### src/hc_ctrl_defines.vh
// Constants for the host operating mode control block
`ifndef HC_CTRL_DEFINES_VH
`define HC_CTRL_DEFINES_VH

// Command codes on the microprocessor bus
`define CMD_CTRL_READ       8'h01
`define CMD_CTRL_WRITE      8'h81

// Field positions of the control register
`define WAKE_EN_BIT         10
`define WAKE_CONN_BIT       9
`define FSTATE_HI           7
`define FSTATE_LO           6

// Functional state encodings
`define STATE_RESET         2'h0
`define STATE_RESUME        2'h1
`define STATE_OPERATIONAL   2'h2
`define STATE_SUSPEND       2'h3

// Reset values
`define CTRL_RESET_VAL      32'h0000_0000
`define FSTATE_RESET_VAL    2'h0

// Timing: 1 ms of 20 ns clock cycles
`define SOF_DELAY_CYCLES    17'h0c350
`define SOF_CNT_W           17

`endif

### src/host_mode_control.v
// Host operating mode control register and functional state logic
// Function
// - Hardware or software reset puts functional state field to reset, 00B.
// - Hardware reset alone resets root hub, then signals reset downstream.
// - Entering operational from another state starts frames 1 ms later.
// - Device changes functional state itself only while in suspend.
// - In suspend, downstream resume signaling moves state to resume.
// - Wakeup enable plus resume-detected flag signals remote wakeup to system.
// - Wakeup enable has no effect on hardware interrupt generation.
// - Wakeup connected bit cleared by hardware reset, kept on software reset.
// - Control register read with command 01H, written with command 81H.
`timescale 1ns/1ns
`default_nettype none
`include "hc_ctrl_defines.vh"

module host_mode_control #(
   parameter [`SOF_CNT_W-1:0] SOF_DELAY_CYCLES = `SOF_DELAY_CYCLES
) (
   input  wire        ref_clk,
   input  wire        nrst,

   input  wire        cmd_valid,
   input  wire [7:0]  cmd_code,
   input  wire        wr_valid,
   input  wire [15:0] wr_data,
   input  wire        rd_valid,
   output reg  [15:0] rd_data,

   input  wire        sw_reset,
   input  wire        downstream_resume,
   input  wire        resume_detected_flag,

   output wire        remote_wakeup,
   output reg         sof_start,
   output reg         sof_active,

   output wire        root_hub_reset,
   output wire        port_reset_signal,
   output wire [1:0]  host_functional_state
);

   localparam [1:0] HW_HUB  = 2'h0;
   localparam [1:0] HW_PORT = 2'h1;
   localparam [1:0] HW_DONE = 2'h2;

   reg  [1:0]  functional_state_field_r;
   reg  [1:0]  functional_state_field_nxt;
   reg         remote_wakeup_enable_r;
   reg         remote_wakeup_connected_r;
   reg  [7:0]  cmd_r;
   reg         half_r;
   reg  [15:0] wr_low_r;
   reg  [1:0]  hw_seq_r;
   reg  [1:0]  hw_seq_nxt;

   wire [31:0] ctrl_read;
   wire        ctrl_commit;
   wire [31:0] ctrl_wr_word;
   wire        enter_oper;
   wire        leave_oper;
   wire        sof_due;

   // Decodes shared by several processes
   wire        in_suspend;
   wire        oper_nxt;
   wire        wr_ctrl_sel;
   wire        rd_ctrl_sel;
   wire        data_strobe;
   wire        resume_move;

   // Reserved bits are not stored, so they can only read as zero
   function [31:0] pack_ctrl;
      input [1:0] fs;
      input       remote_wakeup_enable;
      input       remote_wakeup_connected;
      begin
         pack_ctrl = `CTRL_RESET_VAL;
         pack_ctrl[`FSTATE_HI:`FSTATE_LO] = fs;
         pack_ctrl[`WAKE_EN_BIT] = remote_wakeup_enable;
         pack_ctrl[`WAKE_CONN_BIT] = remote_wakeup_connected;
      end
   endfunction

   assign ctrl_read = pack_ctrl(functional_state_field_r, remote_wakeup_enable_r,
                                remote_wakeup_connected_r);

   // 32-bit word moves as two 16-bit halves, low half first
   assign wr_ctrl_sel  = (cmd_r == `CMD_CTRL_WRITE);
   assign rd_ctrl_sel  = (cmd_r == `CMD_CTRL_READ);
   assign data_strobe  = wr_valid || rd_valid;
   // A lone low half never commits, so a cut write leaves the register alone
   assign ctrl_commit  = wr_valid && half_r && wr_ctrl_sel;
   assign ctrl_wr_word = {wr_data, wr_low_r};

   // Command and data phase tracking
   always @(posedge ref_clk or negedge nrst) begin
      if (!nrst) begin
         cmd_r    <= 8'h00;
         half_r   <= 1'b0;
         wr_low_r <= 16'h0000;
      end else begin
         // Command wins over a coinciding strobe and restarts at the low half
         if (cmd_valid) begin
            cmd_r  <= cmd_code;
            half_r <= 1'b0;
         end else if (data_strobe) begin
            half_r <= ~half_r;
         end
         if (wr_valid && !half_r) begin
            wr_low_r <= wr_data;
         end
      end
   end

   // Unmapped commands read as zero; data holds until the next read strobe
   always @(posedge ref_clk or negedge nrst) begin
      if (!nrst) begin
         rd_data <= 16'h0000;
      end else if (rd_valid) begin
         if (rd_ctrl_sel) begin
            rd_data <= half_r ? ctrl_read[31:16] : ctrl_read[15:0];
         end else begin
            rd_data <= 16'h0000;
         end
      end
   end

   // Driver write wins over an autonomous move in the same cycle
   always @* begin
      functional_state_field_nxt = functional_state_field_r;
      if (sw_reset) begin
         functional_state_field_nxt = `STATE_RESET;
      end else if (ctrl_commit) begin
         functional_state_field_nxt = ctrl_wr_word[`FSTATE_HI:`FSTATE_LO];
      end else if (resume_move) begin
         functional_state_field_nxt = `STATE_RESUME;
      end
   end

   always @(posedge ref_clk or negedge nrst) begin
      if (!nrst) begin
         functional_state_field_r  <= `FSTATE_RESET_VAL;
         remote_wakeup_enable_r    <= 1'b0;
         remote_wakeup_connected_r <= 1'b0;
      end else begin
         functional_state_field_r <= functional_state_field_nxt;
         if (sw_reset) begin
            // Connected bit survives a software reset
            remote_wakeup_enable_r <= 1'b0;
         end else if (ctrl_commit) begin
            remote_wakeup_enable_r    <= ctrl_wr_word[`WAKE_EN_BIT];
            remote_wakeup_connected_r <= ctrl_wr_word[`WAKE_CONN_BIT];
         end
      end
   end

   // No interrupt path here: wakeup goes only to the system side
   assign remote_wakeup = remote_wakeup_enable_r && resume_detected_flag;
   assign host_functional_state = functional_state_field_r;

   // Only suspend lets the state move without a driver write
   assign in_suspend  = (functional_state_field_r == `STATE_SUSPEND);
   assign resume_move = in_suspend && downstream_resume;
   assign oper_nxt    = (functional_state_field_nxt == `STATE_OPERATIONAL);

   // Rewriting operational while in it does not restart the frame delay
   assign enter_oper = oper_nxt && (functional_state_field_r != `STATE_OPERATIONAL);
   assign leave_oper = !oper_nxt;

   sof_delay_timer #(
      .DELAY_CYCLES (SOF_DELAY_CYCLES)
   ) sof_delay_timer_inst (
      .ref_clk (ref_clk),
      .nrst    (nrst),
      .start   (enter_oper),
      .cancel  (leave_oper),
      .done    (sof_due)
   );

   // Pulse feeds the start-of-frame flag the driver polls
   // Cancel wins over expiry, so a late leave never shows a frame start
   always @(posedge ref_clk or negedge nrst) begin
      if (!nrst) begin
         sof_start  <= 1'b0;
         sof_active <= 1'b0;
      end else begin
         sof_start <= sof_due && !leave_oper;
         if (leave_oper) begin
            sof_active <= 1'b0;
         end else if (sof_due) begin
            sof_active <= 1'b1;
         end
      end
   end

   // Hardware reset only: hub reset, then downstream reset signaling
   // One cycle each; a longer downstream reset would need its own counter
   always @* begin
      case (hw_seq_r)
         HW_HUB:  hw_seq_nxt = HW_PORT;
         HW_PORT: hw_seq_nxt = HW_DONE;
         HW_DONE: hw_seq_nxt = HW_DONE;
         default: hw_seq_nxt = HW_DONE;
      endcase
   end

   always @(posedge ref_clk or negedge nrst) begin
      if (!nrst) begin
         hw_seq_r <= HW_HUB;
      end else begin
         hw_seq_r <= hw_seq_nxt;
      end
   end

   // Software reset never touches this sequence
   assign root_hub_reset    = (hw_seq_r == HW_HUB);
   assign port_reset_signal = (hw_seq_r == HW_PORT);

endmodule // host_mode_control
`default_nettype wire

### src/sof_delay_timer.v
// Start-of-frame delay timer
`timescale 1ns/1ns
`default_nettype none
`include "hc_ctrl_defines.vh"

module sof_delay_timer #(
   parameter [`SOF_CNT_W-1:0] DELAY_CYCLES = `SOF_DELAY_CYCLES
) (
   input  wire                  ref_clk,
   input  wire                  nrst,
   input  wire                  start,
   input  wire                  cancel,
   output reg                   done
);

   reg  [`SOF_CNT_W-1:0] count_r;
   reg                   run_r;

   always @(posedge ref_clk or negedge nrst) begin
      if (!nrst) begin
         count_r <= {`SOF_CNT_W{1'b0}};
         run_r   <= 1'b0;
         done    <= 1'b0;
      end else begin
         done <= 1'b0;
         if (cancel) begin
            run_r   <= 1'b0;
            count_r <= {`SOF_CNT_W{1'b0}};
         end else if (start) begin
            run_r   <= 1'b1;
            count_r <= DELAY_CYCLES - 1'b1;
         end else if (run_r) begin
            if (count_r == {`SOF_CNT_W{1'b0}}) begin
               run_r <= 1'b0;
               done  <= 1'b1;
            end else begin
               count_r <= count_r - 1'b1;
            end
         end
      end
   end

endmodule // sof_delay_timer
`default_nettype wire
### config.mk
export PLATFORM = sky130hd
export DESIGN_NAME = host_mode_control
export DESIGN_NICKNAME = d
export VERILOG_FILES = /design/src/host_mode_control.v /design/src/sof_delay_timer.v
export VERILOG_INCLUDE_DIRS = /design/src
export SDC_FILE = /design/constraint.sdc
export NUM_CORES = 1
export LEC_CHECK = 0
export BUFFER_PORTS_ARGS = -buffer_cell sky130_fd_sc_hd__clkbuf_2
export CAP_MARGIN = 20
export CELL_PAD_IN_SITES_DETAIL_PLACEMENT = 1
export CELL_PAD_IN_SITES_GLOBAL_PLACEMENT = 1
export CORE_UTILIZATION = 43
export CTS_CLUSTER_DIAMETER = 30
export DETAILED_ROUTE_END_ITERATION = 8
export PLACE_DENSITY_LB_ADDON = 0.1
export SETUP_SLACK_MARGIN = 0.1
export SKIP_LAST_GASP = 1
export SLEW_MARGIN = 20
export SYNTH_ARGS = -nofsm -noshare
export SYNTH_HDL_FRONTEND = slang
export SYNTH_SLANG_ARGS = --single-unit
### constraint.sdc
create_clock -name ref_clk -period 5 [get_ports ref_clk]
set_input_delay 1.25 -clock ref_clk [delete_from_list [all_inputs] [get_ports ref_clk]]
set_output_delay 1.25 -clock ref_clk [all_outputs]
set_load 0.02 [all_outputs]
==> flow_metrics.env <==
export IMPL_whs_path_depth=1
export IMPL_cts_root_buffer="clkbuf_8"
export IMPL_std_cell_rows=25
export IMPL_hp_class="reg -> reg"
export IMPL_clock_latency_ps=300
export IMPL_vdd_ir_drop_worst_uv=181.4
export IMPL_cts_sinks=44
export IMPL_syn_area_um2=2161
export IMPL_endpoint="remote_wakeup"
export IMPL_clockBufferDepth=2
export IMPL_postLayoutCoreUtil_pct=50.61
export IMPL_postCtsSetupRepairBufs=0
export IMPL_h_tree_depth=2
export IMPL_layout_setup_ws_ps=2156
export IMPL_synth_avg_cell_area_um2=10.59
export IMPL_worst_pin_slew_ps=958.0
export IMPL_final_common_cell="dfrtp_1"
export IMPL_cp_data_required_time_ps=3750
export IMPL_place_congestion=0.7615
export IMPL_cts_repair_resized=0
export IMPL_synth_ff_type="dfrtp_1"
export IMPL_critPathKind="in -> out"
export IMPL_grt_pass1_vias=1743
export IMPL_yosysSeqAreaShare_pct=50.96
export IMPL_rsz0062_at_grt="no"
export IMPL_place_hpwl_mm=3.529
export IMPL_r2r_cells=4
export IMPL_track_usage_pct=20.48
export IMPL_ys_ff_latch=44
export IMPL_grt_antenna_before_repair=0
export IMPL_ant_nets=0
export IMPL_worst_clock_skew_ps=5.147
export IMPL_rrSetupSlack_ps=2420
export IMPL_synthesis_instances=204
export IMPL_clk_pin_slew_ps=80
export IMPL_initial_core_util_pct=45.15
export IMPL_tns_ps=0
export IMPL_synth_edf_count=0
export IMPL_vias_per_cell=5.606
export IMPL_die_area_um2=5313
export IMPL_cp_end_kind="output pin"
export IMPL_place_area_um2=2326
export IMPL_cts_tree="built"
export IMPL_async_flop_share_pct=100.0
export IMPL_maxCapViolCount=0
export IMPL_finalSetupViolations=0
export IMPL_totalWireLength_mm=4.794
export IMPL_max_freq_ghz=0.3516
export IMPL_drive_above_1_share_pct=23.40
export IMPL_status="finished clean"
export IMPL_r2r_start="cmd_r[2]"
export IMPL_period_share_pct=56.89
export IMPL_n_antenna_cell=0
export IMPL_cts_buffers=5
export IMPL_grt_ovfl_total=0
export IMPL_fill_cells=560
export IMPL_fp_dieW_um=72.89
export IMPL_die_h_um=72.89
export IMPL_ios=55
export IMPL_drc_errors=0
export IMPL_mostFrequentLayoutCells="44 x dfrtp_1, 29 x clkbuf_2, 15 x nor2_1"
export IMPL_synth_cell_types=42
export IMPL_stdcell_area_um2=2422
export IMPL_startpoint="resume_detected_flag"
export IMPL_area_growth_pct=12.10
export IMPL_crit_path_max_fanout=1
export IMPL_grt_max_degree=45
export IMPL_cp_arrival_ps=1590
export IMPL_regToRegEndpoint="sof_delay_timer_inst.count_r[4]"
export IMPL_place_ws_ps=2077
export IMPL_ctsHoldBuffers=0
export IMPL_grt_pass1_wl_mm=8.286
export IMPL_start_kind="primary input"
export IMPL_slew_headroom_pct=35.85
export IMPL_cellPowerDensity_nw_per_um2=270.6
export IMPL_min_from="hw_seq_r[0]"
export IMPL_vias=1693
export IMPL_drtIter0Drc=76
export IMPL_p_leak_nw=1.085
export IMPL_io_buffers=30
export IMPL_drt_pass1_iter_count=4
export IMPL_hold_viol_final=0
export IMPL_drv_slew=0
export IMPL_nNetsFinal=267
export IMPL_core_area_um2=4786
export IMPL_yosysWarnings=0
export IMPL_period_needed_ps=2844
export IMPL_wl_per_cell_um=15.87
==> layout make-up <==
type | count | area, um^2 | share of cell area (%)
sequential | 44 | 1101 | 45.45
multi-input combinational | 146 | 960.9 | 39.67
timing repair buffer | 31 | 160.2 | 6.612
clock buffer | 7 | 86.33 | 3.564
tap | 67 | 83.83 | 3.461
inverter | 6 | 22.52 | 0.9298
clock inverter | 1 | 7.507 | 0.3099
==> where the power goes <==
part	total, mW	switching [mW]	internal, mW
Sequential	0.378	0.00886	0.369
Combinational	0.0462	0.0268	0.0195
Clock	0.232	0.119	0.112
Total	0.656	0.155	0.501
==> flip-flops by register name, indices dropped and copies added, names as in the netlist <==
name,count
rd_data,4
remote_wakeup_enable_r,1
host_functional_state,2
sof_delay_timer_inst.count_r,17
wr_low_r,4
sof_start,1
sof_active,1
sof_delay_timer_inst.done,1
half_r,1
cmd_r,8
sof_delay_timer_inst.run_r,1
remote_wakeup_connected_r,1
hw_seq_r,2
==> metrics by stage <==
| stage | cells | hold WS, ps | total power [mW] |
|---|---|---|---|
| after floorplan | 215 | 443.6 | 0.4177 |
| after global placement | 294 | 451.5 | 0.4281 |
| after detailed placement | 294 | 469.1 | 0.4319 |
| after CTS | 302 | 489.1 | 0.6667 |
| after global routing | 302 | 517.7 | 0.6880 |
| final | 302 | 486.1 | 0.6556 |
==> worst max-delay path, stage by stage <==
cell,delay (ps)
clkbuf_2,80
and2_1,120
clkbuf_2,150
==> routing by layer <==
metal	track usage (%)	part of all wire [%]	vias to the layer above	wire, um
li1	-	-	798	-
met1	25.75	42	839	2029
met2	33.75	51	43	2438
met3	5.110	4.4	13	212
met4	8.279	2.4	0	113
met5	0	0	-	0
==> cell usage after synthesis (4+ instances only) <==
master / number / area share [%]
nand3_1: 4 / 0.93
or3_1: 9 / 2.6
a21oi_1: 9 / 2.1
clkbuf_1: 6 / 1.0
nor4_1: 6 / 1.7
o21ai_0: 9 / 2.1
dfrtp_1: 44 / 51
nand2_1: 6 / 1.0
mux2_2: 13 / 6.8
nor2b_1: 6 / 1.7
nand4_1: 5 / 1.4
buf_4: 12 / 4.2
nor2_1: 15 / 2.6
inv_1: 6 / 1.0
a31oi_1: 8 / 2.3
a22o_1: 4 / 1.6
or4_1: 6 / 2.1
==> kinds of logic (layout without fill, tap and decap cells) <==
family                   after synthesis  in the layout  synth area share (%)
flip-flops                            44             44                 50.96
multiplexers                          15             15                 7.701
AO/OA/AOI/OAI                         40             40                 11.87
buffers and inverters                 25             45                 6.485
XOR/XNOR                               1              1                0.4054
AND/OR/NAND/NOR                       77             77                 21.83
adder cells (fa/ha/maj)                1              1                0.5789
other                                  1             12                0.1735
==> worst min-delay path by stage <==
stage,to
floorplan,hw_seq_r[1]
global placement,hw_seq_r[1]
detailed placement,hw_seq_r[1]
CTS,hw_seq_r[1]
global route,rd_data[9]
finish,hw_seq_r[1]
(Power assumes the default switching activity.)
